===== config.mk =====
export PLATFORM = sky130hd
export DESIGN_NAME = address_extension_mmu
export DESIGN_NICKNAME = d
export VERILOG_FILES = /design/src/rtl/mmu_pkg.sv /design/src/rtl/address_extension_mmu.sv
export SDC_FILE = /design/constraint.sdc
export NUM_CORES = 1
export LEC_CHECK = 0
export ABC_CLOCK_PERIOD_IN_PS = 4000
export BUFFER_PORTS_ARGS = -buffer_cell sky130_fd_sc_hd__buf_2
export CAP_MARGIN = 15
export CORE_MARGIN = 1
export CORE_UTILIZATION = 45
export DETAILED_ROUTE_END_ITERATION = 8
export PLACE_DENSITY = 0.69
export SYNTH_ARGS = -nofsm -noshare
export SYNTH_HDL_FRONTEND = slang
export SYNTH_SLANG_ARGS = --single-unit

===== constraint.sdc =====
create_clock -name i_clk -period 4 [get_ports i_clk]
set_input_delay 0.2 -clock i_clk [delete_from_list [all_inputs] [get_ports i_clk]]
set_output_delay 0.2 -clock i_clk [all_outputs]
set_load 0.005 [all_outputs]

===== src/rtl/mmu_pkg.sv =====
package mmu_pkg;

    // register file addresses (group f, page 21 unless remapped)
    localparam logic [7:0] ADDR_DATA_PAGE_0 = 8'hf0;
    localparam logic [7:0] ADDR_DATA_PAGE_1 = 8'hf1;
    localparam logic [7:0] ADDR_DATA_PAGE_2 = 8'hf2;
    localparam logic [7:0] ADDR_DATA_PAGE_3 = 8'hf3;
    localparam logic [7:0] ADDR_CODE_SEGMENT = 8'hf4;
    localparam logic [7:0] ADDR_EXT_MODE_2 = 8'hf6;
    localparam logic [7:0] ADDR_INTERRUPT_SEGMENT = 8'hf8;
    localparam logic [7:0] ADDR_DMA_SEGMENT = 8'hf9;
    localparam logic [7:0] ADDR_REMAP_BASE = 8'he0;
    localparam logic [5:0] MMU_PAGE = 6'h15;

    // extended mode register 2 fields
    localparam int SEGMENT_SAVE_BIT = 6;
    localparam int PAGE_REMAP_BIT = 5;

    localparam logic [7:0] CODE_SEGMENT_RESET = 8'h00;
    localparam logic [7:0] EXT_MODE_2_RESET = 8'h00;
    localparam logic [7:0] PAGE_RESET = 8'h00;
    localparam logic [5:0] SEGMENT_RESET = 6'h00;

    localparam int VIRT_W = 16;
    localparam int PHYS_W = 22;
    localparam int PAGE_OFS_W = 14;
    localparam int SEG_W = 6;
    localparam int PAGE_W = 8;

    typedef enum logic [1:0] {
        XL_PAGE = 2'b00,
        XL_CODE = 2'b01,
        XL_INTR = 2'b10,
        XL_DMA = 2'b11
    } xlate_e;

endpackage


===== src/rtl/address_extension_mmu.sv =====
// Overview of operation
// - widen 16-bit virtual address to 22-bit physical by six upper bits
// - non-dma data-memory accesses use page translation from the data page registers
// - top two bits pick page register; its 8 bits form a21-14
// - page 0..3 serve 0000-3fff, 4000-7fff, 8000-bfff, c000-ffff
// - segment translation: 6-bit segment is a21-16, virtual address below
// - fetches and program-memory data accesses use the code segment
// - in-service fetches and program-memory data accesses use the interrupt segment register while segment-save is off
// - dma uses dma segment when select bit set, else interrupt segment
// - code segment holds bits 5:0 only, upper bits zero, resets to 00h
// - far jump/call load code segment; far return restores it from stack
// - remap bit moves page registers to r224-227, ports to r240-243
// - seven translation registers readable and writable on page 21
// - locations beyond small internal memory in a segment stay unused
// - segment-save: interrupt pushes and reloads code segment, return restores
module address_extension_mmu (
    input wire logic i_clk,
    input wire logic i_reset,
    // register file port
    input wire logic i_reg_wr,
    input wire logic i_reg_rd,
    input wire logic [7:0] i_reg_addr,
    input wire logic [5:0] i_page_ptr,
    input wire logic [7:0] i_reg_wdata,
    output logic [7:0] o_reg_rdata,
    output logic o_reg_hit,
    output logic o_port_remap,
    // core control
    input wire logic i_far_load,
    input wire logic i_far_restore,
    input wire logic [5:0] i_segment_value,
    input wire logic i_intr_entry,
    input wire logic i_intr_return,
    output logic o_segment_push,
    output logic [5:0] o_segment_pushed,
    // access request
    input wire logic i_req,
    input wire logic [15:0] i_vaddr,
    input wire logic i_fetch,
    input wire logic i_prog_data,
    input wire logic i_in_service,
    input wire logic i_dma,
    input wire logic i_dma_segment_select,
    output logic o_req,
    output logic [21:0] o_paddr
);
    import mmu_pkg::*;

    typedef struct packed {
        logic [3:0][PAGE_W-1:0] data_page;
        logic [SEG_W-1:0] code_segment;
        logic [SEG_W-1:0] interrupt_segment;
        logic [SEG_W-1:0] dma_segment;
        logic segment_save_enable;
        logic page_register_remap;
        logic [7:0] rdata;
        logic hit;
        logic push;
        logic [SEG_W-1:0] pushed;
        logic req;
        logic [PHYS_W-1:0] paddr;
    } state_s;

    state_s s_q;
    state_s s_d;

    logic on_page;
    logic dpr_hit;
    logic [1:0] dpr_idx;
    logic [7:0] ext_mode_2;
    xlate_e mode;
    logic [SEG_W-1:0] seg;

    // mode and segment selection are purely combinational; the physical address is formed into a register
    always_comb begin
        on_page = (i_page_ptr == MMU_PAGE);
        ext_mode_2 = EXT_MODE_2_RESET;
        ext_mode_2[SEGMENT_SAVE_BIT] = s_q.segment_save_enable;
        ext_mode_2[PAGE_REMAP_BIT] = s_q.page_register_remap;
        if (s_q.page_register_remap) begin
            dpr_hit = (i_reg_addr[7:2] == ADDR_REMAP_BASE[7:2]);
        end else begin
            dpr_hit = on_page && (i_reg_addr[7:2] == ADDR_DATA_PAGE_0[7:2]);
        end
        dpr_idx = i_reg_addr[1:0];
        if (i_dma) begin
            mode = XL_DMA;
        end else if (i_fetch || i_prog_data) begin
            mode = (i_in_service && !s_q.segment_save_enable) ? XL_INTR : XL_CODE;
        end else begin
            mode = XL_PAGE;
        end
        case (mode)
            XL_CODE: seg = s_q.code_segment;
            XL_INTR: seg = s_q.interrupt_segment;
            XL_DMA: seg = i_dma_segment_select ? s_q.dma_segment : s_q.interrupt_segment;
            default: seg = s_q.code_segment;
        endcase
    end

    always_comb begin
        s_d = s_q;
        s_d.push = 1'b0;
        s_d.hit = 1'b0;
        s_d.rdata = 8'h00;
        s_d.req = i_req;
        if (mode == XL_PAGE) begin
            s_d.paddr = {s_q.data_page[i_vaddr[15:14]], i_vaddr[PAGE_OFS_W-1:0]};
        end else begin
            // full segment offset, no size clipping
            s_d.paddr = {seg, i_vaddr};
        end
        if (i_reg_rd) begin
            s_d.hit = 1'b1;
            if (dpr_hit) begin
                s_d.rdata = s_q.data_page[dpr_idx];
            end else if (on_page && i_reg_addr == ADDR_CODE_SEGMENT) begin
                s_d.rdata = {2'b00, s_q.code_segment};
            end else if (on_page && i_reg_addr == ADDR_INTERRUPT_SEGMENT) begin
                s_d.rdata = {2'b00, s_q.interrupt_segment};
            end else if (on_page && i_reg_addr == ADDR_DMA_SEGMENT) begin
                s_d.rdata = {2'b00, s_q.dma_segment};
            end else if (on_page && i_reg_addr == ADDR_EXT_MODE_2) begin
                s_d.rdata = ext_mode_2;
            end else begin
                s_d.hit = 1'b0;
            end
        end
        if (i_reg_wr) begin
            if (dpr_hit) begin
                s_d.data_page[dpr_idx] = i_reg_wdata;
            end else if (on_page && i_reg_addr == ADDR_CODE_SEGMENT) begin
                s_d.code_segment = i_reg_wdata[SEG_W-1:0];
            end else if (on_page && i_reg_addr == ADDR_INTERRUPT_SEGMENT) begin
                s_d.interrupt_segment = i_reg_wdata[SEG_W-1:0];
            end else if (on_page && i_reg_addr == ADDR_DMA_SEGMENT) begin
                s_d.dma_segment = i_reg_wdata[SEG_W-1:0];
            end else if (on_page && i_reg_addr == ADDR_EXT_MODE_2) begin
                s_d.segment_save_enable = i_reg_wdata[SEGMENT_SAVE_BIT];
                s_d.page_register_remap = i_reg_wdata[PAGE_REMAP_BIT];
            end
        end
        if (i_far_load || i_far_restore) begin
            s_d.code_segment = i_segment_value;
        end
        if (i_intr_entry && s_q.segment_save_enable) begin
            s_d.push = 1'b1;
            s_d.pushed = s_q.code_segment;
            s_d.code_segment = s_q.interrupt_segment;
        end
        if (i_intr_return && s_q.segment_save_enable) begin
            s_d.code_segment = i_segment_value;
        end
    end

    always_ff @(posedge i_clk) begin
        if (i_reset) begin
            s_q.data_page <= {4{PAGE_RESET}};
            s_q.code_segment <= CODE_SEGMENT_RESET[SEG_W-1:0];
            s_q.interrupt_segment <= SEGMENT_RESET;
            s_q.dma_segment <= SEGMENT_RESET;
            s_q.segment_save_enable <= EXT_MODE_2_RESET[SEGMENT_SAVE_BIT];
            s_q.page_register_remap <= EXT_MODE_2_RESET[PAGE_REMAP_BIT];
            s_q.rdata <= 8'h00;
            s_q.hit <= 1'b0;
            s_q.push <= 1'b0;
            s_q.pushed <= SEGMENT_RESET;
            s_q.req <= 1'b0;
            s_q.paddr <= 22'h000000;
        end else begin
            s_q <= s_d;
        end
    end

    assign o_reg_rdata = s_q.rdata;
    assign o_reg_hit = s_q.hit;
    assign o_port_remap = s_q.page_register_remap;
    assign o_segment_push = s_q.push;
    assign o_segment_pushed = s_q.pushed;
    assign o_req = s_q.req;
    assign o_paddr = s_q.paddr;

endmodule


Word-level counts from Yosys, hierarchy flattened
Index checks and enable logic that the tools add are counted.
{"block": "totals", "regBits": 91, "inputBits": 58, "out_inout_bits": 40, "word_cells": 91}
{"block": "op_classes", "n_lt_le_gt_ge": 3, "eq_ne": 10, "n_mux": 37, "n_bitwise": 5, "reduce_logical": 21}
{"operator": "6-bit 2-to-1 mux", "count": 7}
{"operator": "20-bit 2-to-1 mux", "count": 2}
{"operator": "8-bit 2-to-1 mux", "count": 5}
{"operator": "7-bit 2-to-1 mux", "count": 5}
{"operator": "8-bit binary-select mux with 2-bit select", "count": 2}
{"operator": "32-bit bitwise mux", "count": 1}
{"operator": "8-bit == test, second input constant", "count": 4}
{"operator": "22-bit 2-to-1 mux", "count": 1}
{"operator": "8-bit demux with 2-bit select", "count": 1}
{"operator": "14-bit 2-to-1 mux", "count": 1}
{"operator": "6-bit == test, second input constant", "count": 2}
{"operator": "6-bit one-hot mux with 2 select lines", "count": 1}
{"operator": "2-bit 2-to-1 mux", "count": 5}
{"operator": "1-bit logical AND", "count": 9}
{"operator": "4-bit nonzero test", "count": 2}
{"operator": "6-bit by 5-bit == test with 1-bit output, second input constant", "count": 1}
{"operator": "2-bit by 3-bit less-than comparator with 1-bit output, second input constant", "count": 2}
{"operator": "1-bit 2-to-1 mux", "count": 6}
{"operator": "6-bit AND reduction", "count": 1}
{"operator": "1-bit NOT", "count": 5}
{"operator": "5-bit AND reduction", "count": 1}
{"operator": "2-bit == test, second input constant", "count": 2}
{"operator": "4-bit by 1-bit inequality test with 1-bit output, second input constant", "count": 1}
{"operator": "4-bit AND reduction", "count": 1}
{"operator": "other kinds (7)", "count": 8}

Longest topological paths before layout
Gate-level depths: netlist (run 1).
{"block": "depth", "ltp_word": 11, "mapped_depth": 6, "ltp_nobuf": 4}

Least setup slack after synthesis (run 1)
Ideal clock, no wire load.
{"block": "synth_path", "path_type": "input to register", "from": "input i_reg_addr[0]", "to": "register s_q[57] in the netlist's numbering", "setup_time_ps": 131, "arrival_ps": 1572, "required_time_ps": 3869, "path_slack_ps": 2297, "cell_stages": 5, "n_path_buf": 1, "path_cell_list": "buf_2 > or4b_4 > nor4_4 > o21a_1 > a311oi_1"}
{"block": "synth_via", "elab_chain_len": 4}
{"element": "start, declared", "line": "address_extension_mmu.sv:22", "text": "input wire logic [7:0] i_reg_addr,"}
{"element": "8-bit == test", "line": "address_extension_mmu.sv:132", "text": "end else if (on_page && i_reg_addr == ADDR_CODE_SEGMENT) begin"}
{"element": "1-bit logical AND", "line": "address_extension_mmu.sv:132"}
{"element": "4-bit nonzero test (no line)"}
{"element": "3-bit AND reduction (no line)"}
{"element": "end, declared", "line": "address_extension_mmu.sv:64", "text": "state_s s_q;"}
Every way passes these cells.
A chain may end at the register's enable or synchronous reset.

Worst setup path in the final report (run 1)
{"block": "layout_path", "from": "input i_page_ptr[1]", "to": "register s_q, in the netlist o_reg_rdata[2]"}
{"block": "layout_via", "elab_chain_len": 6, "elab_cells_between_ends": 10, "cone_classes": "eq/ne (1); mux (5); reduce/logical (4)"}
{"element": "start, declared", "line": "address_extension_mmu.sv:23", "text": "input wire logic [5:0] i_page_ptr,"}
{"element": "6-bit by 5-bit == test with 1-bit output *", "line": "address_extension_mmu.sv:76", "text": "on_page = (i_page_ptr == MMU_PAGE);"}
{"element": "1-bit logical AND", "line": "address_extension_mmu.sv:121", "text": "end else if (on_page && i_reg_addr == ADDR_DMA_SEGMENT) begin"}
{"element": "7-bit 2-to-1 mux", "line": "address_extension_mmu.sv:121"}
{"element": "7-bit 2-to-1 mux", "line": "address_extension_mmu.sv:119", "text": "end else if (on_page && i_reg_addr == ADDR_INTERRUPT_SEGMENT) begin"}
{"element": "7-bit 2-to-1 mux", "line": "address_extension_mmu.sv:117", "text": "end else if (on_page && i_reg_addr == ADDR_CODE_SEGMENT) begin"}
{"element": "8-bit 2-to-1 mux *", "line": "address_extension_mmu.sv:115", "text": "if (dpr_hit) begin"}
Mark *: on every way between the ends. The rest lies on a longest branch, timed or not.

==> reports/qor.csv, run 1 <==
metric,value,unit
CP Buf/Inv Count,1,
total global-route track usage,22.01,%
layout cells sized above 1,29.01,%
placed cell area,4898,um^2
register area share after synthesis,39.40,%
post-synthesis cell area,4623,um^2
initial antenna violation count,0,
Switch Pwr,0.4026,mW
worst vdd ir,0.1314,mV
Synth Register Bits,91,
Post-Syn Nets,527,
Die ar.,10680,um^2
post-synthesis cell type count,51,
Final ANT Viol Nets,0,
compound-cell area share of the yosys netlist,15.37,%
CP peak stage delay,0.97,ns
final setup violating endpoints,0,
post-synthesis mux area share,16.13,%
largest family of logic cells by synthesized area,simple AND/OR/NAND/NOR gates,
H-tree depth,3,
leakage,2.029,nW
Post-synth ARST share,0,%
Area Growth Syn to Fin,9.445,%
syn avg cell area,9.858,um^2
DRT iter0 DRCs,245,
Sw Ratio,24.65,%
Initial Util,46.87,%
insertion delay to the later sink of the worst-skew pair,0.35,ns
ys flop type,dfxtp_1,
CP top delay family,simple AND/OR/NAND/NOR gates,
IO buf count,97,
crit share post-route,53.09,%
CTS clock-pin slew for the worst setup and hold paths,0.08,ns
Tightest Pin Transition,0.8767,ns
largest net degree at the start of global routing,57,
worst-path cell chain,buf_2 -> nand3b_1 -> nor4_1 -> a222oi_1 -> a21oi_1,
shortest period the worst path allows,2.124,ns
via/cell ratio,5.725,
Hold Fails Final Rpt,0,
post-synthesis xor/xnor area fraction,0,%
"Max FO, Critical Path",15,
pre-CTS WS,1.561,ns
Post-synth EDFFs,0,
Post-CTS Setup Inserts,0,
Reg power frac,57.1,%
drt pass-1 iters,5,
skew final,0.01814,ns
FP Rows,36,
clock sink count,91,
final instance area,5060,um^2
Syn Inst Count,469,
Worst EP arrival,2.39,ns
Routed WL,11270,um
most frequent cells in the layout,"buf_2, dfxtp_1, nand2b_1",
CTS resizes,0,
clock network power share,33.3,%
post-synth top area share,39.40,%
ant diodes,0,
WL/cell,17.33,um
DIE WIDTH,103.4,um
Core Area,9864,um^2
"Slew Viols, Final",0,
Root Buffer,clkbuf_8,
post-route worst setup slack,1.876,ns
"commonest non-fill, non-tap cell in the layout",buf_2,
fin util,51.29,%
Remaining DRCs,0,
cell area power density,322.7,nW/um^2
CP required,4.27,ns
CTS max path bufs,2,
number of global-route vias before repair,3388,
via total after detailed routing,3721,
CTS tree,yes,
die height,103.4,um
I/O pin total,98,
post-DP HPWL,8253,um
global-route wire length before repair,17670,um
Post-CTS Hold Fix Bufs,0,
Nets,571,
Final GP Congestion,0.8467,
Worst Setup Path Type,in -> reg,
leading area contributor after synthesis,dfxtp_1,
adder-cell share of the synthesized area,0,%
setup_tns,0,ns
TritonCTS Buffers,9,
YS warnings,0,
f_max,0.4709,GHz
grt total ovfl,0,
Comb pwr share,9.7,%
crit path launch type,primary input,
status,"complete, no violations",
Tot Pwr,1.633,mW
Synth Area in Simple Gates,20.54,%
Synth area leaders,"dfxtp_1, mux2i_1, mux4_2",
Internal,1.230,mW
Worst setup EP type,register,
RSZ-0062 raised after global routing,false,
max-cap violations,0,
Worst Hold Class,in -> reg,
relative slew slack,41.38,%
Crit-path slowest cell,nor4_1,
## flip-flops by register name, summed over array words and instances, names as in the netlist
signal            flops
o_paddr              22
o_reg_rdata           8
s_q                  50
o_req                 1
o_segment_push        1
o_reg_hit             1
o_segment_pushed      6
ext_mode_2            1
o_port_remap          1
## cells by family after synthesis
kind of cell | after synthesis
muxes | 56
AOI/OAI and AO/OA | 105
and+or+nand+nor | 150
buffers and inverters | 67
DFF | 91
## routing by layer
| metal | up-vias | track usage, % | wire, um |
|---|---|---|---|
| met4 | 0 | 7.801 | 197 |
| met5 | - | 0 | 0 |
| li1 | 1776 | - | - |
| met1 | 1782 | 30.94 | 5387 |
| met3 | 17 | 3.024 | 602 |
| met2 | 146 | 34.64 | 5078 |
## through the flow
| stage | hold WS (ns) | std cells |
|---|---|---|
| global placement | 0.4064 | 635 |
| CTS | 0.04704 | 650 |
| detailed placement | 0.4129 | 635 |
| floorplan | 0.3282 | 469 |
| finish | 0.05719 | 650 |
| global route | 0.05554 | 650 |
## worst paths after layout
kind | slack (ns) | startpoint | cells after the start | to
setup reg to reg | 2.01 | o_port_remap | 4 | s_q[62]
hold reg to reg | 0.46 | o_segment_pushed[4] | 2 | o_segment_pushed[4]
hold / removal | 0.06 | i_vaddr[11] | 2 | o_paddr[11]
setup / recovery | 1.88 | i_page_ptr[1] | 5 | o_reg_rdata[2]
## power by group through the flow
stage	registers (mW)	clock network [mW]	logic (mW)
after CTS	0.931	0.553	0.158
final	0.932	0.543	0.158
after global placement	0.952	0	0.154
after global routing	0.934	0.592	0.174
after detailed placement	0.953	0	0.158
after floorplan	0.949	0	0.110
## cell usage after synthesis, drive strengths merged, types with 3 or more instances
master and instances:
dfxtp 91, buf 45, nand2b 41, a21oi 35, mux2i 34, nand2 24, nand3 22, clkbuf 21
o21ai 19, nor2b 18, mux4 14, o211ai 13, nor4 9, a311oi 8, mux2 8, nor2 7
nor3 7, a211o 6, a22oi 6, o21bai 6, a222oi 5, nand3b 3, or4 3, or4b 3
## worst reg2reg max path, cell delays in order (launching register included)
cell	delay, ns
dfxtp_1	0.37
or3_4	0.45
nor4_4	0.37
o21a_1	0.49
mux2i_1	0.24
## cell type report
type                       instances  area, um^2
clock buffer                      13       148.9
clock inverter                     2       12.51
fill                             918        4805
inverter                           1       3.754
multi-input combinational        311        2406
sequential                        91        1822
tap                              133       166.4
timing repair buffer              99       500.5
Note: power is estimated with default switching activity, not from simulation.
==> run 2, diff against run 1 <==
--- a/config.mk
+++ b/config.mk
@@ -5,13 +5,14 @@
 export SDC_FILE = /design/constraint.sdc
 export NUM_CORES = 1
 export LEC_CHECK = 0
-export ABC_CLOCK_PERIOD_IN_PS = 4000
+export ABC_AREA = 1
+export ABC_CLOCK_PERIOD_IN_PS = 1800
 export BUFFER_PORTS_ARGS = -buffer_cell sky130_fd_sc_hd__buf_2
 export CAP_MARGIN = 15
 export CORE_MARGIN = 1
 export CORE_UTILIZATION = 45
 export DETAILED_ROUTE_END_ITERATION = 8
-export PLACE_DENSITY = 0.69
+export PLACE_DENSITY = 0.72
 export SYNTH_ARGS = -nofsm -noshare
 export SYNTH_HDL_FRONTEND = slang
 export SYNTH_SLANG_ARGS = --single-unit
==> constraint.sdc (replaced) <==
create_clock -name i_clk -period 1.8 [get_ports i_clk]
set_input_delay 0.09 -clock i_clk [delete_from_list [all_inputs] [get_ports i_clk]]
set_output_delay 0.09 -clock i_clk [all_outputs]
set_load 0.005 [all_outputs]
==> run 2 against run 1 <==
  * Register-to-register slack lost 1.8 ns
  * Synthesized area shrank 1.8%
  * Count of clock-buffer cells in the layout shrank 4
  * Global-route usage grew 1.2 points
  * Clock power grew to 2.7 times the previous value
  * Sequential power grew 120%
  * Die area shrank 1.8%
  * Worst setup slack lost 1.6 ns
  * Critical path depth grew 2
  * Clock skew shrank 0.0061 ns
  * Power grew 140%
  * Via count grew 16%
==> reports/qor.csv, run 2 <==
metric,value,unit,change
status,"complete, no violations",,
YS warnings,0,,unchanged
Post-Syn Nets,695,,+32%
Worst EP arrival,1.87,ns,-0.52 ns
"Max FO, Critical Path",12,,-3
Worst Setup Path Type,reg -> reg,,
Die ar.,10490,um^2,-1.8%
via total after detailed routing,4319,,+16%
insertion delay to the later sink of the worst-skew pair,0.37,ns,+0.02 ns
top routing layer used,met4,,
worst-path cell chain,inv_1 -> nand2_2 -> nand2_4 -> nand2_1 -> nor2_2 -> o21ai_0 -> a21oi_1,,
"Slew Viols, Final",0,,unchanged
ys flop type,dfxtp_1,,
drt pass-1 iters,5,,unchanged
metal3 WL,893,um,+48%
post-synthesis cell area,4539,um^2,-1.8%
crit path launch type,register,,
clock sink count,91,,unchanged
grt total ovfl,0,,unchanged
H-tree depth,3,,unchanged
Initial Util,46.44,%,-0.43 points
Post-synth top cells,"dfxtp_1, nor2_1, a21oi_1, inv_1, nand2_1",,
FF/Latch Area,1822,um^2,unchanged
number of global-route vias before repair,4003,,+18%
post-DP HPWL,8331,um,+0.95%
Post-synth ARST share,0,%,unchanged
largest net degree at the start of global routing,37,,-35%
max-cap violations,0,,unchanged
worst vdd ir,0.4985,mV,+280%
most common cell in the netlist,dfxtp_1,,
CTS clock-pin slew for the worst setup and hold paths,0.10,ns,+0.02 ns
FP Rows,36,,unchanged
Core Area,9774,um^2,-0.91%
"Most flops, register",s_q,,
final setup violating endpoints,0,,unchanged
DIE WIDTH,102.4,um,-0.89%
Nets,764,,+34%
Post-synth EDFFs,0,,unchanged
die height,102.4,um,-0.89%
WL/cell,13.69,um,-21%
syn avg cell area,7.126,um^2,-28%
area of the multi-input gates,1974,um^2,-18%
filler cell count,962,,+4.8%
"commonest non-fill, non-tap cell in the layout",buf_2,,
relative slew slack,73.11,%,+32 points
met1 wire length,4858,um,-9.8%
skew final,0.01203,ns,-0.006106 ns
Hold Fails Final Rpt,0,,unchanged
ant diodes,0,,unchanged
CP required,2.10,ns,-2.17 ns
Tot Pwr,3.963,mW,+140%
CP peak stage delay,0.36,ns,-0.61 ns
Root Buffer,clkbuf_8,,
TritonCTS Buffers,9,,unchanged
Final GP Congestion,0.9596,,+13%
Synth area leaders,"dfxtp_1, a21oi_1, o21ai_0",,
setup_tns,0,ns,unchanged
Worst Hold Margin,0.02185,ns,-0.03535 ns
shortest period the worst path allows,1.572,ns,
Synth Register Bits,91,,unchanged
Worst setup EP type,register,,
register area share after synthesis,40.13,%,+0.73 points
post-synthesis cell type count,33,,-35%
Routed WL,11550,um,+2.6%
Remaining DRCs,0,,unchanged
RSZ-0062 raised after global routing,false,,
post-synth top area share,40.13,%,+0.73 points
Crit-path slowest cell,dfxtp_1,,
leading area contributor after synthesis,dfxtp_1,,
initial antenna violation count,0,,unchanged
most frequent cells in the layout,"buf_2, dfxtp_1, nor2_1",,
CTS max path bufs,2,,unchanged
layout cells sized above 1,21.24,%,-7.8 points
max FFs per register,50,,unchanged
total global-route track usage,23.21,%,+1.2 points
Syn Inst Count,637,,+36%
fin util,53.25,%,+2.0 points
via/cell ratio,5.117,,-11%
IO buf count,97,,unchanged
Worst Hold Class,in -> reg,,
DRT iter0 DRCs,187,,-24%
Tightest Pin Transition,0.4030,ns,-0.4737 ns
CTS tree,yes,,
global-route wire length before repair,18760,um,+6.2%
crit share post-route,87.32,%,
I/O pin total,98,,unchanged
Area Growth Syn to Fin,14.66,%,
met2 routed WL,5540,um,+9.1%
leakage,2.433,nW,+20%
f_max,0.6362,GHz,
Final ANT Viol Nets,0,,unchanged
cell area power density,761.4,nW/um^2,+140%
-- run 2: cell count changes after synthesis, sizes merged, moves of 10 or more --
cell	change
o211ai	-12
nor2	+86
nand2	+57
a21oi	+51
nor2b	-18
o21ai	+56
mux4	-14
inv	+85
mux2i	-34
nand2b	-41
a211oi	+10
-- run 2: kinds of logic after synthesis --
logic type	synth area share [%]
and+or+nand+nor	21.42
DFF	40.13
buffers and inverters	16.43
AOI/OAI and AO/OA	22.02
-- run 2: metrics by stage --
| stage | std cells | setup WS, ns | cell area [um^2] |
|---|---|---|---|
| detailed placement | 812 | 0.08828 | 4836 |
| finish | 844 | 0.2283 | 5205 |
| floorplan | 637 | 0.4138 | 4539 |
| global placement | 812 | 0.1838 | 4836 |
| global route | 844 | 0.04658 | 5205 |
| CTS | 844 | 0.08904 | 5202 |
-- run 2: layout make-up --
| type | count | share of cell area, % |
|---|---|---|
| Multi-Input combinational cell | 396 | 37.93 |
| Sequential cell | 91 | 35.00 |
| Timing Repair Buffer | 122 | 13.70 |
| Inverter | 86 | 6.202 |
| Tap cell | 133 | 3.197 |
| Clock buffer | 9 | 2.380 |
| Clock inverter | 7 | 1.587 |
-- run 2: layer usage --
metal,track usage [%],vias up
li1,-,2161
met1,29.31,1944
met2,37.79,190
met3,4.514,24
met4,11.43,0
met5,0,-
-- run 2: where the power goes --
part,internal [mW],switching [mW],leakage [nW]
Combinational,0.167,0.254,1.59
Sequential,2.05,0.0205,0.740
Clock,0.666,0.802,0.0988
-- run 2: repair_timing --
action                                  CTS  global route
hold buffers                             16             0
endpoints found under the setup margin    0             6
gates resized for setup                   0             1
endpoints found under the hold margin    17             0
buffers inserted                          0             0
-- run 2: final timing paths --
kind                                startpoint       to  slack, ns  cells past startpoint
worst max-delay path              o_port_remap  s_q[49]       0.23                      7
worst min-delay path            i_reg_wdata[7]  s_q[66]       0.02                      3
worst max register to register    o_port_remap  s_q[49]       0.23                      7
worst min register to register         s_q[61]  s_q[61]       0.47                      2
-- run 2: worst max-delay path: cells and delay by family (launching register included) --
kind / cells / cell delay [ns]
DFF: 1 / 0.36
AOI/OAI and AO/OA: 2 / 0.27
and+or+nand+nor: 4 / 0.74
buffers and inverters: 1 / 0.12
